===== src/fbm_consts.vh =====
`ifndef FBM_CONSTS_VH
`define FBM_CONSTS_VH

// -------------------------------------------------------------------
// clock and timing, nanoseconds as given, cycle counts derived
// -------------------------------------------------------------------
`define FBM_CLK_NS 10
`define FBM_T_CE_NS 100
`define FBM_T_WS_NS 10
`define FBM_T_WP_NS 50
`define FBM_T_WH_NS 10
`define FBM_T_WPH_NS 30
`define FBM_T_RP_NS 500
`define FBM_T_RH_NS 50
`define FBM_T_RDY_EMB_NS 20000
`define FBM_T_RDY_NEMB_NS 500

// least times round up
`define FBM_CYC_UP(ns) ((((ns) + `FBM_CLK_NS - 1) / `FBM_CLK_NS) < 1 ? 1 : \
    (((ns) + `FBM_CLK_NS - 1) / `FBM_CLK_NS))
// longest times round down
`define FBM_CYC_DN(ns) (((ns) / `FBM_CLK_NS) < 1 ? 1 : ((ns) / `FBM_CLK_NS))

`define FBM_CE_CYC `FBM_CYC_UP(`FBM_T_CE_NS)
`define FBM_WS_CYC `FBM_CYC_UP(`FBM_T_WS_NS)
`define FBM_WP_CYC `FBM_CYC_UP(`FBM_T_WP_NS)
`define FBM_WH_CYC `FBM_CYC_UP(`FBM_T_WH_NS)
`define FBM_WPH_CYC `FBM_CYC_UP(`FBM_T_WPH_NS)
`define FBM_RP_CYC `FBM_CYC_UP(`FBM_T_RP_NS)
`define FBM_RH_CYC `FBM_CYC_UP(`FBM_T_RH_NS)
`define FBM_RDY_EMB_CYC `FBM_CYC_DN(`FBM_T_RDY_EMB_NS)
`define FBM_RDY_NEMB_CYC `FBM_CYC_DN(`FBM_T_RDY_NEMB_NS)

// pin synchroniser latency (three stages plus agreement)
`define FBM_SYNC_CYC 4

// -------------------------------------------------------------------
// request operations
// -------------------------------------------------------------------
`define FBM_OP_READ 2'h0
`define FBM_OP_WRITE 2'h1
`define FBM_OP_FAST_PROG 2'h2
`define FBM_OP_RESET 2'h3

// -------------------------------------------------------------------
// bank decode of the top three word address bits
// -------------------------------------------------------------------
`define FBM_BANK_ONE 2'h0
`define FBM_BANK_TWO 2'h1
`define FBM_BANK_THREE 2'h2
`define FBM_BANK_FOUR 2'h3

`endif


===== src/fbm_pin_sync.v =====
`timescale 1ns/1ps
`default_nettype none

module fbm_pin_sync #(
    parameter W = 33
) (
    // clock and reset
    input wire clk,
    input wire sys_rst,
    // pins in, settled levels out
    input wire [W-1:0] pin_in,
    output wire [W-1:0] lvl_out
);

    genvar i;
    generate
        for (i = 0; i < W; i = i + 1) begin : g_bit
            reg s1_reg;
            reg s2_reg;
            reg s3_reg;
            reg lvl_reg;
            // a change counts once stages two and three agree
            always @(posedge clk or posedge sys_rst) begin
                if (sys_rst) begin
                    s1_reg <= 1'b0;
                    s2_reg <= 1'b0;
                    s3_reg <= 1'b0;
                    lvl_reg <= 1'b0;
                end else begin
                    s1_reg <= pin_in[i];
                    s2_reg <= s1_reg;
                    s3_reg <= s2_reg;
                    if (s2_reg == s3_reg) begin
                        lvl_reg <= s3_reg;
                    end
                end
            end
            assign lvl_out[i] = lvl_reg;
        end
    endgenerate

endmodule // fbm_pin_sync

`default_nettype wire


===== src/fbm_host_ctrl.v =====
// Operation
// - command writes drive write strobe and chip select low, output gate high
// - fast-program mode programs one unit in two write cycles
// - under accelerate voltage host uses only the two-cycle program
// - accelerate voltage never applied for other operations but fast program and reset
// - host flags in op_aborted any operation a reset interrupted, without restarting it
// - host waits reset-high recovery time before reading
`timescale 1ns/1ps
`default_nettype none
`include "fbm_consts.vh"

module fbm_host_ctrl #(
    parameter [31:0] FAST_CMD = 32'h0000_0000,
    parameter [15:0] RDY_EMB_CYC = `FBM_RDY_EMB_CYC
) (
    // clock and reset
    input wire clk,
    input wire sys_rst,
    // user request
    input wire req_valid,
    output wire req_ready,
    input wire [1:0] req_op,
    input wire [22:0] req_addr,
    input wire [31:0] req_data,
    input wire req_word,
    // user answer and status
    output reg rsp_valid,
    output reg [31:0] rsp_data,
    output reg [1:0] rsp_bank,
    output reg op_aborted,
    output wire dev_busy,
    input wire accel_req,
    // flash pins
    output reg [21:0] flash_addr,
    output reg chip_sel_n,
    output reg out_gate_n,
    output reg write_strobe_n,
    output reg width_sel,
    output reg hw_reset_n,
    output reg accel_program_pin,
    input wire done_busy_out,
    input wire [31:0] dq_in,
    output reg [31:0] dq_out,
    output wire [31:0] dq_oe
);

    // -------------------------------------------------------------------
    // states and counts
    // -------------------------------------------------------------------
    localparam [3:0] ST_IDLE = 4'h0;
    localparam [3:0] ST_RD = 4'h1;
    localparam [3:0] ST_WR_SET = 4'h2;
    localparam [3:0] ST_WR_LOW = 4'h3;
    localparam [3:0] ST_WR_HOLD = 4'h4;
    localparam [3:0] ST_WR_GAP = 4'h5;
    localparam [3:0] ST_RST_LOW = 4'h6;
    localparam [3:0] ST_RST_RDY = 4'h7;
    localparam [3:0] ST_RST_REC = 4'h8;

    localparam [15:0] CE_CYC = `FBM_CE_CYC + `FBM_SYNC_CYC;
    localparam [15:0] WS_CYC = `FBM_WS_CYC;
    localparam [15:0] WP_CYC = `FBM_WP_CYC;
    localparam [15:0] WH_CYC = `FBM_WH_CYC;
    localparam [15:0] WPH_CYC = `FBM_WPH_CYC;
    localparam [15:0] RP_CYC = `FBM_RP_CYC;
    localparam [15:0] RH_CYC = `FBM_RH_CYC;
    localparam [15:0] NEMB_CYC = `FBM_RDY_NEMB_CYC;

    // -------------------------------------------------------------------
    // bank decode
    // -------------------------------------------------------------------
    function [1:0] bank_of;
        input [2:0] top;
        begin
            case (top)
                3'h0: bank_of = `FBM_BANK_ONE;
                3'h1, 3'h2, 3'h3: bank_of = `FBM_BANK_TWO;
                3'h4, 3'h5, 3'h6: bank_of = `FBM_BANK_THREE;
                default: bank_of = `FBM_BANK_FOUR;
            endcase
        end
    endfunction

    // -------------------------------------------------------------------
    // pin synchronisers
    // -------------------------------------------------------------------
    wire [32:0] sync_lvl;
    wire ready_sync;
    wire [31:0] dq_sync;

    fbm_pin_sync #(.W(33)) u_sync (
        .clk(clk),
        .sys_rst(sys_rst),
        .pin_in({done_busy_out, dq_in}),
        .lvl_out(sync_lvl)
    );

    assign ready_sync = sync_lvl[32];
    assign dq_sync = sync_lvl[31:0];
    assign dev_busy = ~ready_sync;

    // -------------------------------------------------------------------
    // control state
    // -------------------------------------------------------------------
    reg [3:0] state_reg;
    reg [15:0] cnt_reg;
    reg fast_reg;
    reg phase_reg;
    reg [31:0] data_reg;
    reg half_lsb_reg;
    reg emb_reg;
    wire cnt_done;
    wire op_ok;
    wire drive_data;

    assign cnt_done = (cnt_reg == 16'h0001);

    assign op_ok = ~accel_program_pin | (req_op == `FBM_OP_FAST_PROG) |
        (req_op == `FBM_OP_RESET);
    assign req_ready = (state_reg == ST_IDLE) & op_ok &
        (accel_program_pin == accel_req);

    // word mode: line 31 carries half-word address, 30..16 float
    // data lines released whenever not writing, line 31 excepted in word-mode reads
    assign drive_data = (state_reg == ST_WR_SET) | (state_reg == ST_WR_LOW) |
        (state_reg == ST_WR_HOLD);
    assign dq_oe = width_sel ? {32{drive_data}} :
        {(state_reg == ST_RD) | drive_data, 15'h0000, {16{drive_data}}};

    // -------------------------------------------------------------------
    // sequencer
    // -------------------------------------------------------------------
    always @(posedge clk or posedge sys_rst) begin
        if (sys_rst) begin
            state_reg <= ST_IDLE;
            cnt_reg <= 16'h0000;
            fast_reg <= 1'b0;
            phase_reg <= 1'b0;
            data_reg <= 32'h0000_0000;
            half_lsb_reg <= 1'b0;
            emb_reg <= 1'b0;
            rsp_valid <= 1'b0;
            rsp_data <= 32'h0000_0000;
            rsp_bank <= 2'h0;
            op_aborted <= 1'b0;
            flash_addr <= 22'h00_0000;
            chip_sel_n <= 1'b1;
            out_gate_n <= 1'b1;
            write_strobe_n <= 1'b1;
            width_sel <= 1'b1;
            hw_reset_n <= 1'b1;
            accel_program_pin <= 1'b0;
            dq_out <= 32'h0000_0000;
        end else begin
            rsp_valid <= 1'b0;
            case (state_reg)
                ST_IDLE: begin
                    chip_sel_n <= 1'b1;
                    out_gate_n <= 1'b1;
                    write_strobe_n <= 1'b1;
                    accel_program_pin <= accel_req;
                    if (req_valid && req_ready) begin
                        rsp_bank <= bank_of(req_addr[22:20]);
                        flash_addr <= req_addr[22:1];
                        half_lsb_reg <= req_addr[0];
                        width_sel <= ~req_word;
                        data_reg <= req_data;
                        fast_reg <= (req_op == `FBM_OP_FAST_PROG);
                        phase_reg <= 1'b0;
                        op_aborted <= 1'b0;
                        case (req_op)
                            `FBM_OP_READ: begin
                                chip_sel_n <= 1'b0;
                                out_gate_n <= 1'b0;
                                cnt_reg <= CE_CYC;
                                state_reg <= ST_RD;
                            end
                            `FBM_OP_RESET: begin
                                hw_reset_n <= 1'b0;
                                emb_reg <= ~ready_sync;
                                op_aborted <= ~ready_sync;
                                cnt_reg <= RP_CYC;
                                state_reg <= ST_RST_LOW;
                            end
                            default: begin
                                // fast program opens with its command word
                                dq_out <= (req_op == `FBM_OP_FAST_PROG) ?
                                    FAST_CMD : req_data;
                                chip_sel_n <= 1'b0;
                                cnt_reg <= WS_CYC;
                                state_reg <= ST_WR_SET;
                            end
                        endcase
                        // half-word address steady from the first select
                        if (req_word) begin
                            dq_out[31] <= req_addr[0];
                        end
                    end
                end
                ST_RD: begin
                    if (cnt_done) begin
                        rsp_data <= width_sel ? dq_sync : {16'h0000, dq_sync[15:0]};
                        rsp_valid <= 1'b1;
                        chip_sel_n <= 1'b1;
                        out_gate_n <= 1'b1;
                        state_reg <= ST_IDLE;
                    end else begin
                        cnt_reg <= cnt_reg - 16'h0001;
                    end
                end
                ST_WR_SET: begin
                    if (cnt_done) begin
                        // strobe falls after select: address latched here
                        write_strobe_n <= 1'b0;
                        cnt_reg <= WP_CYC;
                        state_reg <= ST_WR_LOW;
                    end else begin
                        cnt_reg <= cnt_reg - 16'h0001;
                    end
                end
                ST_WR_LOW: begin
                    if (cnt_done) begin
                        // strobe rises first: data latched here
                        write_strobe_n <= 1'b1;
                        cnt_reg <= WH_CYC;
                        state_reg <= ST_WR_HOLD;
                    end else begin
                        cnt_reg <= cnt_reg - 16'h0001;
                    end
                end
                ST_WR_HOLD: begin
                    if (cnt_done) begin
                        chip_sel_n <= 1'b1;
                        cnt_reg <= WPH_CYC;
                        state_reg <= ST_WR_GAP;
                    end else begin
                        cnt_reg <= cnt_reg - 16'h0001;
                    end
                end
                ST_WR_GAP: begin
                    if (!cnt_done) begin
                        cnt_reg <= cnt_reg - 16'h0001;
                    end else if (fast_reg && !phase_reg) begin
                        // second cycle carries the program data
                        phase_reg <= 1'b1;
                        dq_out <= data_reg;
                        chip_sel_n <= 1'b0;
                        cnt_reg <= WS_CYC;
                        state_reg <= ST_WR_SET;
                    end else begin
                        rsp_valid <= 1'b1;
                        state_reg <= ST_IDLE;
                    end
                end
                ST_RST_LOW: begin
                    if (cnt_done) begin
                        hw_reset_n <= 1'b1;
                        // ready time depends on busy at reset
                        cnt_reg <= emb_reg ? RDY_EMB_CYC : NEMB_CYC;
                        state_reg <= ST_RST_RDY;
                    end else begin
                        cnt_reg <= cnt_reg - 16'h0001;
                    end
                end
                ST_RST_RDY: begin
                    // after an embedded abort wait for busy to clear, bounded by ready time; otherwise wait the whole ready time
                    if (cnt_done || (emb_reg && ready_sync)) begin
                        cnt_reg <= RH_CYC;
                        state_reg <= ST_RST_REC;
                    end else begin
                        cnt_reg <= cnt_reg - 16'h0001;
                    end
                end
                ST_RST_REC: begin
                    // recovery before next access; flag stands
                    if (cnt_done) begin
                        rsp_valid <= 1'b1;
                        state_reg <= ST_IDLE;
                    end else begin
                        cnt_reg <= cnt_reg - 16'h0001;
                    end
                end
                default: begin
                    state_reg <= ST_IDLE;
                end
            endcase
            // line 31 carries the half-word address in word mode
            if (!width_sel && state_reg != ST_IDLE) begin
                dq_out[31] <= half_lsb_reg;
            end
        end
    end

endmodule // fbm_host_ctrl

`default_nettype wire


===== config.mk =====
export PLATFORM = sky130hd
export DESIGN_NAME = fbm_host_ctrl
export DESIGN_NICKNAME = d
export VERILOG_FILES = /design/src/fbm_pin_sync.v /design/src/fbm_host_ctrl.v
export VERILOG_INCLUDE_DIRS = /design/src
export SDC_FILE = /design/constraint.sdc
export NUM_CORES = 1
export LEC_CHECK = 0
export BUFFER_PORTS_ARGS = -buffer_cell sky130_fd_sc_hd__buf_2
export CAP_MARGIN = 20
export CORE_ASPECT_RATIO = 0.7
export CORE_MARGIN = 2
export CORE_UTILIZATION = 59
export DETAILED_ROUTE_END_ITERATION = 6
export PLACE_DENSITY = 0.84
export SLEW_MARGIN = 5
export SYNTH_ARGS = -nofsm -noshare
export SYNTH_HDL_FRONTEND = slang
export SYNTH_SLANG_ARGS = --single-unit

===== constraint.sdc =====
create_clock -name clk -period 31 [get_ports clk]
set_input_delay 9.3 -clock clk [delete_from_list [all_inputs] [get_ports clk]]
set_output_delay 9.3 -clock clk [all_outputs]
set_load 0.05 [all_outputs]

==> summary.txt <==
Status = finished with violations
Failing checks = DRC
Setup violations, final = 0
Layout fillers = 1,268
Postcts setup bufs = 0
Fin Setup TNS = 0 ps
HP Start = u_sync.g_bit[21].s1_reg
Cell Area, Synth = 0.01103 mm2
Max Freq = 49.50 MHz
Reg2reg end = dq_out[21]
Min Tclk post-route = 20,200 ps
DR iter-0 viols = 671
Worst EP required = 21,700 ps
Post-DRT Antenna Nets = 0
Synth async-reset ratio = 100.0%
Ys flop type = dfrtp_1
Worst-skew pair later-pin latency = 540 ps
PostCTS Resize Cnt = 0
Starting Density = 60.74%
FF-to-FF setup slack = 27,470 ps
Number of buffers created by CTS = 26
Initial DRT Pass Iterations = 7
Final hold vios = 0
Syn_area_per_cell = 11.10 um2
Slew Limit Fails = 0
Synth unique cells = 67
Die height = 118.4 um
Via/cell ratio = 5.540
Ant. Diodes = 0
Slew headroom = 27.25%
Final Cell Area = 0.01298 mm2
Clock edge transition at the registers on the reported setup and hold paths = 60 ps
GP Congestion = 0.8969
First-pass GRT wire length = 39,510 um
Leakage = 6.497 nW
# clock sinks = 284
Root Buffer = clkbuf_16
Synth Register Bits = 284
H-tree depth = 1
Sequential share of the synthesized area = 64.49%
Largest net degree at the start of global routing = 192
Layout area overhead = 17.67%
Power Dens Cells = 115.3 mW/mm2
Site row count = 41
CP startpoint kind = input pin
Ys Warns = 0
Post-synth EDFFs = 0
Crit path max fanout = 34
Worst Hold Endpoint = u_sync.g_bit[21].s2_reg
Hold slack final = 347.6 ps
Hold depth = 0
Layout cells sized above 1 = 25.40%
DP HPWL = 15,640 um
Max clock buf depth = 3
CTS hold repair buffers = 0
RSZ-0062 raised after global routing = no
CTS tree = done
Vias in the first global route = 7,752
R2r startpoint = state_reg[2]
Post-Syn Instances = 994
Reg2reg path depth = 7
Die Wd = 167.4 um
Net count after synthesis = 1,096
Placed inst area = 0.01206 mm2
Drt wl/cell = 16.97 um
Initial antenna violation count = 1
Total gr overflow = 0
Final core occ = 71.48%
Critical Setup Path Class = in -> out
DR vias = 7,894
Tightest Pin Transition = 1091 ps
# Max-Cap Violations = 0
Final worst path period share = 65.16%
Total wire length = 24,180 um
Final nets = 1,271
Die area = 0.01982 mm2
Port Buffers = 224
Residual DRC = 15
Core Area = 0.01816 mm2
GRT Total Usage = 24.61%
Max VDD drop = 0.07627 mV
Critical Path End Type = output pin
Clk_skew = 10.95 ps
Hold WC Path Type = reg -> reg
WP data arrival = 10,900 ps
I/O pin total = 225
## routing by layer
layer / up-vias / wire, um / share of wire, % / track usage [%]
met1: 3886 / 10480 / 43 / 34.95
met5: - / 13 / 0.054 / 0
li1: 3656 / - / - / -
met4: 2 / 556 / 2.3 / 6.848
met2: 301 / 11450 / 47 / 39.29
met3: 49 / 1685 / 7.0 / 4.923
## per-stage QoR
stage	instances	setup WS (ps)	power, W
finish	1425	10800	0.001496
global route	1425	10720	0.001570
CTS	1425	10840	0.001499
detailed placement	1377	10880	0.001161
global placement	1376	10950	0.001140
floorplan	994	11270	0.001043
## power by group
group / internal [W] / leakage (nW) / switching [W]
Sequential: 0.000466 / 3.48 / 0.0000774
Clock: 0.000193 / 0.453 / 0.000142
Combinational: 0.000154 / 2.57 / 0.000464
Total: 0.000813 / 6.50 / 0.000683
## how the worst max path moves through the flow
stage               startpoint         to  slack [ps]  cells past startpoint
floorplan            req_op[0]  req_ready       11270                      6
global placement     req_op[0]  req_ready       10950                      8
detailed placement   req_op[0]  req_ready       10880                      8
CTS                  req_op[0]  req_ready       10840                      8
global route         req_op[0]  req_ready       10720                      8
finish               req_op[0]  req_ready       10800                      8
## cell usage after synthesis (2+ instances only)
cell type / n / area share [%]
dfrtp_1: 279 / 63
nand2_1: 238 / 8.1
a21oi_1: 81 / 3.7
nor2_1: 61 / 2.1
o21ai_0: 37 / 1.7
maj3_1: 34 / 3.1
nor3b_1: 34 / 2.3
buf_4: 31 / 2.1
clkbuf_1: 26 / 0.88
buf_2: 16 / 0.73
mux2_1: 16 / 1.6
nor3_1: 13 / 0.59
inv_1: 12 / 0.41
o21ai_1: 9 / 0.41
ha_1: 7 / 0.79
a211o_1: 5 / 0.40
buf_1: 5 / 0.17
buf_6: 5 / 0.51
dfstp_2: 5 / 1.2
or3_1: 5 / 0.28
a211oi_1: 4 / 0.27
a21o_1: 4 / 0.27
and2_1: 4 / 0.23
nand3_1: 4 / 0.18
nor4_1: 4 / 0.23
o31ai_1: 4 / 0.27
a32oi_1: 2 / 0.16
mux2i_1: 2 / 0.18
nand2b_1: 2 / 0.11
nor2b_1: 2 / 0.11
nor3_2: 2 / 0.18
nor4_2: 2 / 0.23
o211ai_1: 2 / 0.14
o22ai_1: 2 / 0.11
or4_1: 2 / 0.14
xor2_1: 2 / 0.16
## cell families after synthesis
kind of cell	after synthesis	share of synthesized area [%]
xor gates and xnor gates	3	0.2382
and+or+nand+nor	385	15.79
muxes	19	1.917
AOI/OAI and AO/OA	167	8.882
buffers and inverters	95	4.809
adders and majority gates	41	3.879
DFF	284	64.49
## layout by cell type, fill, tap and decap left out, drive strengths merged, types with 3 or more instances in the layout
| master | count |
|---|---|
| o211ai | 3 |
| clkinv | 9 |
| nand3 | 4 |
| a21oi | 83 |
| dfstp | 5 |
| buf | 230 |
| a211o | 5 |
| clkbuf | 33 |
| nor2 | 62 |
| mux2 | 17 |
| o21ai | 46 |
| and2 | 4 |
| a211oi | 4 |
| nor4 | 7 |
| o31ai | 4 |
| inv | 14 |
| or4 | 3 |
| or3 | 5 |
| bufinv | 3 |
| nor3 | 15 |
| maj3 | 34 |
| nor3b | 34 |
| a21o | 5 |
| ha | 7 |
| nand2 | 239 |
| dfrtp | 279 |
## area by class of cell
type                            instances  area (um2)  area share [%]
Timing Repair Buffer                  230        1191           9.177
Clock buffer                           33       726.9           5.601
Clock inverter                         15       188.9           1.456
Sequential cell                       284        7113           54.80
Multi-Input combinational cell        615        3412           26.29
Tap cell                              236       295.3           2.275
Inverter                               12       52.55          0.4049
## critical path, stage by stage
cell and delay [ps]:
buf_2 120, inv_1 110, ha_1 160, buf_4 370, o211ai_1 160, o21ai_0 170, and2_1 220, buf_2 280
Power figures use the tool's default switching activity.
